[src/adcsc_defines.svh]
// Purpose: Constants for the ADC sequencing control block
// Assumes: 8-bit special function register bus, 10 MHz master clock
// Notes: Bit positions and reset values of both control registers
// Notes on behaviour
// - Two-bit power mode selects four power states
// - Full off, or reference kept on when idle
// - ADC clock from master clock, code-selected divider
// - Conversion takes seventeen ADC clocks
// - Acquisition lasts 1, 2, 4 or 8 clocks
// - Timer overflow trigger starts on second overflow
// - External active-low pulse starts a conversion
// - Done flag set on single or DMA completion
// - Done flag cleared when interrupt vectors
// - DMA enable bit starts configured DMA mode
// - Continuous bit restarts after each conversion
// - Single bit starts one cycle, self-clears
// - Channel sampled from select field at start
// - DMA mode takes channel from memory identifier
// - Codes 0-7 inputs, 8 temperature, F stop
// - Result carries channel in top nibble
// - Busy asserted throughout conversion cycle
`ifndef ADCSC_DEFINES_SVH
`define ADCSC_DEFINES_SVH
`define ADCSC_ADDR_CHAN_CTRL 8'hd8
`define ADCSC_ADDR_TIME_CTRL 8'hef
`define ADCSC_RST_CHAN_CTRL 8'h00
`define ADCSC_RST_TIME_CTRL 8'h20
`define ADCSC_BIT_DONE 7
`define ADCSC_BIT_DMA 6
`define ADCSC_BIT_CONT 5
`define ADCSC_BIT_SINGLE 4
`define ADCSC_BIT_PM_HI 7
`define ADCSC_BIT_PM_LO 6
`define ADCSC_BIT_CK_HI 5
`define ADCSC_BIT_CK_LO 4
`define ADCSC_BIT_AQ_HI 3
`define ADCSC_BIT_AQ_LO 2
`define ADCSC_BIT_T2 1
`define ADCSC_BIT_EXT 0
`define ADCSC_CONV_CLKS 5'h11
`define ADCSC_PM_OFF 2'h0
`define ADCSC_PM_NORMAL 2'h1
`define ADCSC_PM_OFF_IDLE 2'h2
`define ADCSC_PM_STBY_IDLE 2'h3
`define ADCSC_CH_TEMP 4'h8
`define ADCSC_CH_STOP 4'hf
`define ADCSC_CH_MAX_INPUT 4'h7
`define ADCSC_BIT_CH_HI 3
`define ADCSC_BIT_CH_LO 0
`define ADCSC_ACQ_CLKS_0 5'h01
`define ADCSC_ACQ_CLKS_1 5'h02
`define ADCSC_ACQ_CLKS_2 5'h04
`define ADCSC_ACQ_CLKS_3 5'h08
`define ADCSC_DIV_LAST_1 3'h0
`define ADCSC_DIV_LAST_2 3'h1
`define ADCSC_DIV_LAST_4 3'h3
`define ADCSC_DIV_LAST_8 3'h7
`endif

[src/adcsc_pkg.sv]
// Purpose: Types for the ADC sequencing control block
// Assumes: Included constants header
// Notes: State enum and state struct
package adcsc_pkg;
	typedef enum logic [1:0] {ADCSC_IDLE, ADCSC_ACQ, ADCSC_CONV} adcsc_state_e;
	typedef struct packed {
		logic [7:0] chan_ctrl;
		logic [7:0] time_ctrl;
		logic [7:0] rdata;
		adcsc_state_e st;
		logic [2:0] div_cnt;
		logic [4:0] step_cnt;
		logic [3:0] conv_ch;
		logic conv_dma;
		logic t2_seen;
		logic ext_prev;
		logic dma_prev;
		logic busy;
		logic conv_go;
		logic result_valid;
		logic [3:0] result_ch;
		logic dma_start;
		logic ref_pwr;
		logic core_pwr;
		logic track;
		logic [3:0] mux_ch;
		logic adc_clk_en;
	} adcsc_state_s;
endpackage

[src/adcsc_control.sv]
// Purpose: Start sequencing, timing and power control of the ADC
// Assumes: All inputs synchronous to clk; analog core is external
// Notes: Register bus is the SFR port: address, write strobe, read strobe
`timescale 1ns/1ps
`default_nettype none
`include "adcsc_defines.svh"
module adcsc_control
	import adcsc_pkg::*;
(
	input wire logic clk,
	input wire logic srst,
	input wire logic ce,
	input wire logic [7:0] sfr_addr,
	input wire logic [7:0] sfr_wdata,
	input wire logic sfr_wr,
	input wire logic sfr_rd,
	output logic [7:0] sfr_rdata,
	input wire logic timer_overflow,
	input wire logic convert_start_pin_n,
	input wire logic irq_vector_ack,
	input wire logic dma_block_done,
	input wire logic [3:0] dma_channel_id,
	output logic dma_start,
	output logic busy,
	output logic track_hold,
	output logic [3:0] mux_channel,
	output logic adc_clk_en,
	output logic ref_power_on,
	output logic core_power_on,
	output logic result_valid,
	output logic [3:0] result_channel
);
	adcsc_state_s s_q, s_d;

	function automatic logic [4:0] acq_clks(input logic [1:0] code);
		case (code)
			2'h0: acq_clks = `ADCSC_ACQ_CLKS_0;
			2'h1: acq_clks = `ADCSC_ACQ_CLKS_1;
			2'h2: acq_clks = `ADCSC_ACQ_CLKS_2;
			default: acq_clks = `ADCSC_ACQ_CLKS_3;
		endcase
	endfunction

	function automatic logic [2:0] div_last(input logic [1:0] code);
		case (code)
			2'h0: div_last = `ADCSC_DIV_LAST_1;
			2'h1: div_last = `ADCSC_DIV_LAST_2;
			2'h2: div_last = `ADCSC_DIV_LAST_4;
			default: div_last = `ADCSC_DIV_LAST_8;
		endcase
	endfunction

	logic [1:0] pm;
	logic [1:0] ck;
	logic tick;
	logic wr_chan;
	logic wr_time;
	logic start_req;
	logic t2_fire;
	logic ext_fire;
	logic end_conv;
	logic [7:0] chan_next;

	always_comb
	begin
		s_d = s_q;
		pm = s_q.time_ctrl[`ADCSC_BIT_PM_HI:`ADCSC_BIT_PM_LO];
		ck = s_q.time_ctrl[`ADCSC_BIT_CK_HI:`ADCSC_BIT_CK_LO];
		wr_chan = sfr_wr && (sfr_addr == `ADCSC_ADDR_CHAN_CTRL);
		wr_time = sfr_wr && (sfr_addr == `ADCSC_ADDR_TIME_CTRL);
		// ADC clock enable pulse, one master cycle per ADC clock
		// Compare, not equality: a divider rewrite mid-cycle must not skip a wrap
		tick = (s_q.div_cnt >= div_last(ck));
		if (s_q.st == ADCSC_IDLE || tick)
			s_d.div_cnt = 3'h0;
		else
			s_d.div_cnt = s_q.div_cnt + 3'h1;
		// Timer trigger counts overflows in pairs
		t2_fire = 1'b0;
		if (s_q.time_ctrl[`ADCSC_BIT_T2] && timer_overflow && s_q.st == ADCSC_IDLE)
		begin
			s_d.t2_seen = !s_q.t2_seen;
			t2_fire = s_q.t2_seen;
		end
		if (!s_q.time_ctrl[`ADCSC_BIT_T2])
			s_d.t2_seen = 1'b0;
		s_d.ext_prev = convert_start_pin_n;
		// Falling edge: pulse width is the source's duty
		ext_fire = s_q.time_ctrl[`ADCSC_BIT_EXT] && s_q.ext_prev && !convert_start_pin_n;
		chan_next = s_q.chan_ctrl;
		if (wr_chan)
		begin
			chan_next[`ADCSC_BIT_DMA:`ADCSC_BIT_CH_LO] = sfr_wdata[`ADCSC_BIT_DMA:`ADCSC_BIT_CH_LO];
			chan_next[`ADCSC_BIT_DONE] = s_q.chan_ctrl[`ADCSC_BIT_DONE] & sfr_wdata[`ADCSC_BIT_DONE];
		end
		if (wr_time)
			s_d.time_ctrl = sfr_wdata;
		start_req = (s_q.chan_ctrl[`ADCSC_BIT_SINGLE] || s_q.chan_ctrl[`ADCSC_BIT_CONT]
			|| t2_fire || ext_fire) && !s_q.chan_ctrl[`ADCSC_BIT_DMA] && pm != `ADCSC_PM_OFF;
		end_conv = 1'b0;
		s_d.conv_go = 1'b0;
		s_d.result_valid = 1'b0;
		case (s_q.st)
			ADCSC_IDLE:
			begin
				// Requests only honoured here, so a running cycle never restarts
				if (start_req)
				begin
					s_d.st = ADCSC_ACQ;
					s_d.conv_ch = s_q.chan_ctrl[`ADCSC_BIT_CH_HI:`ADCSC_BIT_CH_LO];
					s_d.conv_dma = 1'b0;
					s_d.step_cnt = 5'h00;
				end
				else if (s_q.dma_start && dma_channel_id != `ADCSC_CH_STOP)
				begin
					s_d.st = ADCSC_ACQ;
					s_d.conv_ch = dma_channel_id;
					s_d.conv_dma = 1'b1;
					s_d.step_cnt = 5'h00;
				end
			end
			ADCSC_ACQ:
			begin
				if (tick)
				begin
					if (s_q.step_cnt == acq_clks(s_q.time_ctrl[`ADCSC_BIT_AQ_HI:`ADCSC_BIT_AQ_LO]) - 5'h01)
					begin
						s_d.st = ADCSC_CONV;
						s_d.conv_go = 1'b1;
						s_d.step_cnt = 5'h00;
					end
					else
						s_d.step_cnt = s_q.step_cnt + 5'h01;
				end
			end
			ADCSC_CONV:
			begin
				if (tick)
				begin
					if (s_q.step_cnt == `ADCSC_CONV_CLKS - 5'h01)
					begin
						s_d.st = ADCSC_IDLE;
						end_conv = 1'b1;
						s_d.result_valid = 1'b1;
						s_d.result_ch = s_q.conv_ch;
					end
					else
						s_d.step_cnt = s_q.step_cnt + 5'h01;
				end
			end
			default: s_d.st = ADCSC_IDLE;
		endcase
		// A fresh software start in the same cycle wins over the self-clear
		if (end_conv && !s_q.conv_dma && s_q.chan_ctrl[`ADCSC_BIT_SINGLE]
			&& !(wr_chan && sfr_wdata[`ADCSC_BIT_SINGLE]))
			chan_next[`ADCSC_BIT_SINGLE] = 1'b0;
		// Set beats clear: completion wins over vector ack and writes
		if (irq_vector_ack)
			chan_next[`ADCSC_BIT_DONE] = 1'b0;
		if ((end_conv && !s_q.conv_dma) || dma_block_done)
			chan_next[`ADCSC_BIT_DONE] = 1'b1;
		if (dma_block_done && !(wr_chan && sfr_wdata[`ADCSC_BIT_DMA]))
			chan_next[`ADCSC_BIT_DMA] = 1'b0;
		s_d.chan_ctrl = chan_next;
		s_d.dma_prev = s_q.chan_ctrl[`ADCSC_BIT_DMA];
		if (s_q.chan_ctrl[`ADCSC_BIT_DMA] && !s_q.dma_prev)
			s_d.dma_start = 1'b1;
		else if (!s_q.chan_ctrl[`ADCSC_BIT_DMA] || (s_q.dma_start && dma_channel_id == `ADCSC_CH_STOP))
			s_d.dma_start = 1'b0;
		s_d.busy = (s_d.st != ADCSC_IDLE);
		s_d.track = (s_d.st == ADCSC_ACQ);
		s_d.mux_ch = s_d.conv_ch;
		s_d.adc_clk_en = (s_d.st != ADCSC_IDLE);
		// Power: reference stays up in idle power-down and standby; core on only while busy in both
		case (pm)
			`ADCSC_PM_OFF:
			begin
				s_d.ref_pwr = 1'b0;
				s_d.core_pwr = 1'b0;
			end
			`ADCSC_PM_NORMAL:
			begin
				s_d.ref_pwr = 1'b1;
				s_d.core_pwr = 1'b1;
			end
			`ADCSC_PM_OFF_IDLE:
			begin
				s_d.ref_pwr = 1'b1;
				s_d.core_pwr = s_d.busy;
			end
			default:
			begin
				s_d.ref_pwr = 1'b1;
				s_d.core_pwr = s_d.busy;
			end
		endcase
		if (sfr_rd && sfr_addr == `ADCSC_ADDR_CHAN_CTRL)
			s_d.rdata = s_q.chan_ctrl;
		else if (sfr_rd && sfr_addr == `ADCSC_ADDR_TIME_CTRL)
			s_d.rdata = s_q.time_ctrl;
		else
			s_d.rdata = 8'h00;
	end

	always_ff @(posedge clk)
	begin
		if (srst)
		begin
			s_q <= '0;
			s_q.chan_ctrl <= `ADCSC_RST_CHAN_CTRL;
			s_q.time_ctrl <= `ADCSC_RST_TIME_CTRL;
			s_q.ext_prev <= 1'b1;
			s_q.st <= ADCSC_IDLE;
		end
		else if (ce)
			s_q <= s_d;
	end

	assign sfr_rdata = s_q.rdata;
	assign dma_start = s_q.dma_start;
	assign busy = s_q.busy;
	assign track_hold = s_q.track;
	assign mux_channel = s_q.mux_ch;
	assign adc_clk_en = s_q.adc_clk_en;
	assign ref_power_on = s_q.ref_pwr;
	assign core_power_on = s_q.core_pwr;
	assign result_valid = s_q.result_valid;
	assign result_channel = s_q.result_ch;

	property p_busy_result;
		@(posedge clk) disable iff (srst)
		ce && s_q.result_valid |-> !s_q.busy;
	endproperty
	a_busy_result: assert property (p_busy_result) else $error("busy after result");

	property p_done_set;
		@(posedge clk) disable iff (srst)
		ce && s_q.result_valid && !s_q.conv_dma |-> s_q.chan_ctrl[`ADCSC_BIT_DONE];
	endproperty
	a_done_set: assert property (p_done_set) else $error("done flag not set");

	property p_single_clear;
		@(posedge clk) disable iff (srst)
		ce && s_q.result_valid && !s_q.conv_dma && !$past(s_q.chan_ctrl[`ADCSC_BIT_CONT])
			&& !$past(wr_chan) |-> !s_q.chan_ctrl[`ADCSC_BIT_SINGLE];
	endproperty
	a_single_clear: assert property (p_single_clear) else $error("single bit kept");

	property p_off_power;
		@(posedge clk) disable iff (srst)
		ce && $past(ce) && $past(pm) == `ADCSC_PM_OFF |-> !s_q.ref_pwr && !s_q.core_pwr;
	endproperty
	a_off_power: assert property (p_off_power) else $error("power on in off mode");

	property p_no_restart;
		@(posedge clk) disable iff (srst)
		ce && s_q.st == ADCSC_CONV && $past(s_q.st) == ADCSC_CONV |-> $stable(s_q.conv_ch);
	endproperty
	a_no_restart: assert property (p_no_restart) else $error("channel changed mid cycle");

	property p_div1_tick;
		@(posedge clk) disable iff (srst)
		ck == 2'h0 |-> tick;
	endproperty
	a_div1_tick: assert property (p_div1_tick) else $error("divide by one lost ticks");

	property p_mux_busy;
		@(posedge clk) disable iff (srst)
		s_q.busy |-> s_q.mux_ch == s_q.conv_ch;
	endproperty
	a_mux_busy: assert property (p_mux_busy) else $error("mux channel mismatch");

	property p_vector_clear;
		@(posedge clk) disable iff (srst)
		ce && irq_vector_ack && !end_conv && !dma_block_done |=> !s_q.chan_ctrl[`ADCSC_BIT_DONE];
	endproperty
	a_vector_clear: assert property (p_vector_clear) else $error("flag kept after vector");

	property p_off_idle;
		@(posedge clk) disable iff (srst)
		ce && s_q.st == ADCSC_IDLE && pm == `ADCSC_PM_OFF && !s_q.dma_start
			|=> s_q.st == ADCSC_IDLE;
	endproperty
	a_off_idle: assert property (p_off_idle) else $error("start while powered down");

	property p_acq_to_conv;
		@(posedge clk) disable iff (srst)
		ce && s_q.st == ADCSC_ACQ && tick
			&& s_q.step_cnt == acq_clks(s_q.time_ctrl[`ADCSC_BIT_AQ_HI:`ADCSC_BIT_AQ_LO]) - 5'h01
			|=> s_q.st == ADCSC_CONV && !s_q.track;
	endproperty
	a_acq_to_conv: assert property (p_acq_to_conv) else $error("acquisition overran");

	property p_t2_first;
		@(posedge clk) disable iff (srst)
		ce && s_q.st == ADCSC_IDLE && timer_overflow && s_q.time_ctrl[`ADCSC_BIT_T2]
			&& !s_q.t2_seen && !s_q.chan_ctrl[`ADCSC_BIT_SINGLE] && !s_q.chan_ctrl[`ADCSC_BIT_CONT]
			&& !ext_fire && !s_q.dma_start |=> s_q.st == ADCSC_IDLE;
	endproperty
	a_t2_first: assert property (p_t2_first) else $error("first overflow started");

	property p_pin_start;
		@(posedge clk) disable iff (srst)
		ce && s_q.st == ADCSC_IDLE && ext_fire && !s_q.chan_ctrl[`ADCSC_BIT_DMA]
			&& pm != `ADCSC_PM_OFF |=> s_q.st == ADCSC_ACQ && s_q.busy;
	endproperty
	a_pin_start: assert property (p_pin_start) else $error("pin edge ignored");

	property p_cont_restart;
		@(posedge clk) disable iff (srst)
		ce && s_q.result_valid && s_q.chan_ctrl[`ADCSC_BIT_CONT] && !s_q.chan_ctrl[`ADCSC_BIT_DMA]
			&& pm != `ADCSC_PM_OFF |=> s_q.busy;
	endproperty
	a_cont_restart: assert property (p_cont_restart) else $error("no continuous restart");

	property p_dma_stop;
		@(posedge clk) disable iff (srst)
		ce && s_q.st == ADCSC_IDLE && s_q.dma_start && dma_channel_id == `ADCSC_CH_STOP
			&& !start_req |=> !s_q.busy && !s_q.dma_start;
	endproperty
	a_dma_stop: assert property (p_dma_stop) else $error("stop marker converted");
endmodule
`default_nettype wire

[config.mk]
export PLATFORM = sky130hd
export DESIGN_NAME = adcsc_control
export DESIGN_NICKNAME = d
export VERILOG_FILES = /design/src/adcsc_pkg.sv /design/src/adcsc_control.sv
export VERILOG_INCLUDE_DIRS = /design/src
export SDC_FILE = /design/constraint.sdc
export NUM_CORES = 1
export LEC_CHECK = 0
export ABC_CLOCK_PERIOD_IN_PS = 3660
export BUFFER_PORTS_ARGS = -buffer_cell sky130_fd_sc_hd__clkbuf_2
export CORE_UTILIZATION = 40
export DETAILED_ROUTE_END_ITERATION = 12
export SYNTH_ARGS = -nofsm -noshare
export SYNTH_HDL_FRONTEND = slang
export SYNTH_SLANG_ARGS = --single-unit
[constraint.sdc]
create_clock -name clk -period 3.66 [get_ports clk]
set_clock_uncertainty 0.1 [all_clocks]
set_input_delay 0.183 -clock clk [delete_from_list [all_inputs] [get_ports clk]]
set_output_delay 0.183 -clock clk [all_outputs]
set_load 0.005 [all_outputs]
==> flow_summary.toml, run 1 <==
[outcome]
status = "finished with violations"
violations = "design-rule violations"

[clock_tree]
cts_tree = "done"
clock_latency_ns = 0.31
clockBufferDepth = 2
htree_levels = 2
cts_buffers = 5
cts-hold-fix-buffers = 1
root_buffer = "clkbuf_8"
postCtsResizedCells = 0
cts.clk_slew.worst_paths_ns = 0.10
post-cts-setup-buffers = 0
clock-sinks = 52

[synth]
synthAdderAreaFrac_pct = 5.47
synth_area_per_cell_um2 = 9.03
yosys_most_used_dff = "dfxtp_1"
synth.area.mux_share_pct = 9.48
synth-compound-area-share_pct = 16.0
synth-xor-area-share_pct = 1.28
ys_ff_latch = 52
synth_top_family_by_area = "simple AND/OR/NAND/NOR gates"
yosysWarnings = 0
yosysSeqAreaShare_pct = 37.9
synth_simple_gate_area_share_pct = 21.3
syn_inst = 304
postSynthNetCount = 345
synth_cell_types = 53
synth_edf_count = 0
syn_area_um2 = 2740
synth-async-reset-ratio_pct = 0

[pwr]
powerDensity_nw_per_um2 = 325
p_sw_share_pct = 24.7
peakVddDrop_mv = 0.168
power_frac_seq_pct = 58.7
clkPwrFrac_pct = 33.6
power.switching_uw = 244
cellInternalPower_uw = 742
p_leak_nw = 1.29
combPwrFrac_pct = 7.7

[setup_path]
cp_cell_sequence = "or2_2 > ha_1 > xnor2_1 > a211o_1 > a2111oi_0 > o221a_2 > nor2_1 > a211oi_2"
critPathLaunchType = "flop"
cp_slowest_cell = "a2111oi_0"
cp.arrival_ns = 2.76
crit_type = "flop to flop"
cp_max_fo = 9
max_stage_delay_ns = 0.41
worstPathRequired_ns = 3.79
end_kind = "flop"

[timing]
timing.fmax_mhz = 380
whs_ns = 0.0219
rsz0062_at_grt = "no"
setup_viol = 0
maxSlewHeadroom_pct = 53.0
period_share_pct = 71.9
timing.final.crit_period_ns = 2.63
finalSetupTns_ns = 0
tightest_slew_ns = 0.701
final_max_slew_viol_count = 0
hold_viol = 0

[routing]
drt_iter0_drc = 102
detail_route.wl_per_cell_um = 15.1
dr.pass1.iters = 8
wl_mm = 6.26
antenna_left = 0
via_per_inst = 5.46
vias = 2260
drcViolationCount = 2

[placement]
hpwlAfterDp_mm = 4.66
globalplace.congestion = 0.838
place_inst = 405
io_buffers = 51

[grt]
antenna_found_initial = 0
grt_usage_pct = 18.3
first_global_vias = 2065
grt_first_pass_wirelength_mm = 10.4
grt_max_degree = 46
grt_overflow_total = 0

[finish]
stdcell_count = 414
num-nets-final = 377
area_growth_pct = 10.7
layout_commonest_cell = "dfxtp_1"
diodes = 0
layout-drive-gt1-share_pct = 22.8
final_cell_mix = "dfxtp_1 (52), clkbuf_2 (51), nor2_1 (46), mux2i_1 (26), nor3_1 (14)"

[floorplan]
die_w_um = 84.8
fp-row-count = 29
die_y_um = 84.8
core-area_um2 = 6490
ios = 52
dieArea_um2 = 7200
start_util_pct = 42.2

[min_path]
hp-class = "input pin to flop"

[job]
maxCapViolations = 0
[path summary, 6_finish.rpt]
check	cells after the start	end	start	slack, ns
max	8	adc_clk_en$_SDFFE_PP0P_	s_q[44]$_SDFFE_PP0P_	1.03
min	3	s_q[54]$_SDFFE_PP0P_	sfr_wdata[4]	0.02
min reg2reg	1	ref_power_on$_SDFFE_PP0P_	ref_power_on$_SDFFE_PP0P_	0.37
max reg2reg	8	adc_clk_en$_SDFFE_PP0P_	s_q[44]$_SDFFE_PP0P_	1.03
[state kept, by name, indices dropped and copies added, names as in the netlist]
signal,cells
s_d,1
dma_start,1
sfr_rdata,8
track_hold,1
pm,2
adc_clk_en,1
ref_power_on,1
result_channel,4
result_valid,1
ck,2
mux_channel,4
core_power_on,1
s_q,25
[area by class of cell]
cell class                      instances  area (µm²)
Multi-Input combinational cell        208        1470
Clock inverter                          3        21.3
Timing Repair Buffer                   55         288
Tap cell                               77        96.3
Fill cell                             639        3460
Clock buffer                            5        68.8
Sequential cell                        52        1040
Inverter                               14        52.6
[power groups by stage]
stage          clock network, mW  registers, mW  logic [mW]
2_1_floorplan                  0          0.591      0.0447
4_1_cts                    0.340          0.579      0.0767
5_1_grt                    0.364          0.580      0.0850
3_5_place_dp                   0          0.592      0.0757
6_report                   0.332          0.578      0.0759
3_3_place_gp                   0          0.592      0.0752
[synth_stat cells (2+ instances only)]
cell type  instances  area share (%)
nor2b_1            6             1.4
a211oi_2           2            0.91
a31oi_1            6             1.4
a211o_1            3            0.96
nor3_1            14             2.6
or3_1              2            0.46
a21oi_1           11             2.0
and3_1             2            0.46
nor2_1            46             6.3
nand3b_1           3            0.82
o21ai_0            4            0.73
dfxtp_1           52              38
xnor2_1            3            0.96
buf_1              4            0.55
or2_2              3            0.68
mux2i_1           26             9.5
inv_1             13             1.8
nand2b_1           3            0.68
nand4_1            4            0.91
o21a_1             2            0.55
nand3_1            3            0.55
buf_4             17             4.7
buf_2              2            0.36
ha_1              12             5.5
a211oi_1           6             1.6
clkbuf_1           6            0.82
a221oi_1           9             2.9
nand2_1           13             1.8
a32oi_1            3            0.96
[cell families (layout without fill, tap and decap cells)]
logic type / count (synthesis) / after routing
AOI/OAI and AO/OA: 57 / 57
xor gates and xnor gates: 4 / 4
adders and majority gates: 12 / 12
buffers and inverters: 44 / 77
DFF: 52 / 52
muxes: 26 / 26
and+or+nand+nor: 109 / 109
[per-layer routing]
metal	wire (µm)	part of all wire, %	vias to the layer above	global-route usage (%)
met2	2830	45	53	27.9
li1	-	-	1139	-
met4	72	1.2	0	5.70
met1	3100	50	1062	26.6
met3	249	4.0	6	3.02
met5	0	0	-	0
[metrics by stage]
step / total power, mW / worst slack [ns] / area [µm²] / util [%]
CTS: 0.996 / 1.06 / 3040 / 46.8
detailed placement: 0.667 / 1.08 / 2940 / 45.2
finish: 0.986 / 1.03 / 3040 / 46.8
global route: 1.03 / 0.833 / 3040 / 46.8
global placement: 0.667 / 1.10 / 2940 / 45.2
floorplan: 0.635 / 1.20 / 2740 / -
[worst max-delay path, delay by kind of cell (launching register included)]
family | cells | cell delay [ns]
flip-flops | 1 | 0.39
adder cells (fa/ha/maj) | 1 | 0.31
AO/OA/AOI/OAI | 4 | 1.23
XOR/XNOR | 1 | 0.13
AND/OR/NAND/NOR | 2 | 0.39
(Power assumes the default switching activity.)
==> run 2: changes to the inputs <==
--- a/config.mk
+++ b/config.mk
@@ -6,7 +6,7 @@
 export SDC_FILE = /design/constraint.sdc
 export NUM_CORES = 1
 export LEC_CHECK = 0
-export ABC_CLOCK_PERIOD_IN_PS = 3660
+export ABC_CLOCK_PERIOD_IN_PS = 2500
 export BUFFER_PORTS_ARGS = -buffer_cell sky130_fd_sc_hd__clkbuf_2
 export CORE_UTILIZATION = 40
 export DETAILED_ROUTE_END_ITERATION = 12
==> constraint.sdc (replaced) <==
create_clock -name clk -period 2.5 [get_ports clk]
set_clock_uncertainty 0.1 [all_clocks]
set_input_delay 0.125 -clock clk [delete_from_list [all_inputs] [get_ports clk]]
set_output_delay 0.125 -clock clk [all_outputs]
set_load 0.005 [all_outputs]
==> run 2 against run 1 <==
The run still ends with design-rule violations left; critical endpoint unchanged; critical path type unchanged; hold slack better by 0.015 ns; setup slack lost 0.90 ns; combinational power grew 59%; non-clock buffer count grew 16; utilization increased by 3.0 points; highest routed layer unchanged.
==> flow_summary.toml, run 2 (synthesized netlist as in run 1, its figures left out) <==
[outcome]
status = "finished with violations"
violations = "design-rule violations"

[setup_path]
cp_cell_sequence = "or2_2 > ha_1 > xnor2_1 > a211o_1 > a2111oi_4 > o221a_2 > nor2_1 > a211oi_2"
worstSetupStartpoint = "s_q[44]$_SDFFE_PP0P_"
cp_slowest_cell = "dfxtp_1"
reg2reg_depth = 8
r2r_setup_slack_ns = 0.13
cp_max_fo = 3
end_kind = "flop"
rr_startpoint = "s_q[44]$_SDFFE_PP0P_"
cp.arrival_ns = 2.50
rr_endpoint = "adc_clk_en$_SDFFE_PP0P_"
worstPathRequired_ns = 2.63
endpoint = "adc_clk_en$_SDFFE_PP0P_"
critPathLaunchType = "flop"
crit_type = "flop to flop"
max_stage_delay_ns = 0.32

[placement]
io_buffers = 51
post_dp_cell_area_um2 = 2990
place_ws_ns = 0.0387
hpwlAfterDp_mm = 4.54
globalplace.congestion = 0.820
place_inst = 412

[grt]
grt_first_pass_wirelength_mm = 10.2
grt_usage_pct = 18.3
grt_overflow_total = 0
antenna_found_initial = 0
grt_max_degree = 49
first_global_vias = 2041

[timing]
maxSlewHeadroom_pct = 56.6
timing.fmax_mhz = 422
timing.final.crit_period_ns = 2.37
hold_viol = 0
rsz0062_at_grt = "no"
final_max_slew_viol_count = 0
finalSetupTns_ns = 0
setup_viol = 0
setup_slack_ns = 0.132
tightest_slew_ns = 0.648
period_share_pct = 94.7
whs_ns = 0.0370

[clock_tree]
clockBufferDepth = 2
htree_levels = 2
post-cts-setup-buffers = 0
cts_buffers = 5
clock_latency_ns = 0.31
root_buffer = "clkbuf_8"
cts_tree = "done"
clock-sinks = 52
cts.clk_slew.worst_paths_ns = 0.10

[floorplan]
dieArea_um2 = 7200
ios = 52
die_y_um = 84.8
die_w_um = 84.8
fp-row-count = 29
start_util_pct = 42.2
core-area_um2 = 6490

[min_path]
hp-class = "input pin to flop"

[pwr]
p_total_mw = 1.56
p_leak_nw = 1.38
peakVddDrop_mv = 0.312
powerDensity_nw_per_um2 = 484

[finish]
area_growth_pct = 17.7
layout-drive-gt1-share_pct = 24.4
final_area_um2 = 3230
num-nets-final = 393
largest_reg_flops = 25
registers.top_by_ff_count = "s_q"
final_cell_mix = "dfxtp_1 (52), clkbuf_2 (51), nor2_1 (46), mux2i_1 (26), nor3_1 (14)"
stdcell_count = 430
fin_util_pct = 49.7
diodes = 0
layout_commonest_cell = "dfxtp_1"

[routing]
wl_mm = 6.29
dr.pass1.iters = 8
drt_iter0_drc = 103
drcViolationCount = 2
vias = 2301
detail_route.wl_per_cell_um = 14.6
antenna_left = 0
via_per_inst = 5.35

[job]
maxCapViolations = 0
## run 2: layer usage
metal / wire length, µm / vias to the layer above / GRT usage, %
li1: - / 1173 / -
met1: 2920 / 1060 / 24.4
met2: 2920 / 56 / 29.0
met3: 289 / 12 / 3.89
met4: 150 / 0 / 7.09
met5: 0 / - / 0
## run 2: final cells by class
class / instances / area, µm²
Multi-Input combinational cell: 208 / 1500
Clock buffer: 6 / 72.6
Timing Repair Buffer: 71 / 430
Tap cell: 77 / 96.3
Fill cell: 638 / 3260
Sequential cell: 52 / 1040
Clock inverter: 2 / 38.8
Inverter: 14 / 52.6
## run 2: worst min path at each step
stage                   startpoint                     endpoint  slack (ns)  depth (start not counted)
6_report         dma_channel_id[0]  mux_channel[0]$_SDFFE_PP0P_        0.04                          3
3_3_place_gp   convert_start_pin_n         s_q[17]$_SDFFE_PP1P_        0.26                          2
2_1_floorplan  convert_start_pin_n         s_q[17]$_SDFFE_PP1P_        0.15                          1
3_5_place_dp   convert_start_pin_n         s_q[17]$_SDFFE_PP1P_        0.27                          2
4_1_cts          dma_channel_id[0]  mux_channel[0]$_SDFFE_PP0P_        0.04                          3
5_1_grt          dma_channel_id[0]  mux_channel[0]$_SDFFE_PP0P_        0.05                          3
## run 2: worst max-delay path, delay by kind of cell, from the launching register on
kind / cells / cell delay (ns)
compound gates: 4 / 1.07
xor+xnor: 1 / 0.13
fa+ha+maj: 1 / 0.30
flops: 1 / 0.32
simple gates: 2 / 0.36
## run 2: report_power, final
group	leakage [nW]	switching (mW)	total (mW)	internal [mW]
logic	0.901	0.0648	0.121	0.0564
registers	0.421	0.00687	0.847	0.840
clock network	0.0558	0.293	0.596	0.303
## run 2: repair_timing
action | 4_1_cts | 5_1_grt
hold buffers | 10 | 0
hold endpoints to repair | 15 | 0
endpoints found under the setup margin | 0 | 9
resized for setup | 0 | 6
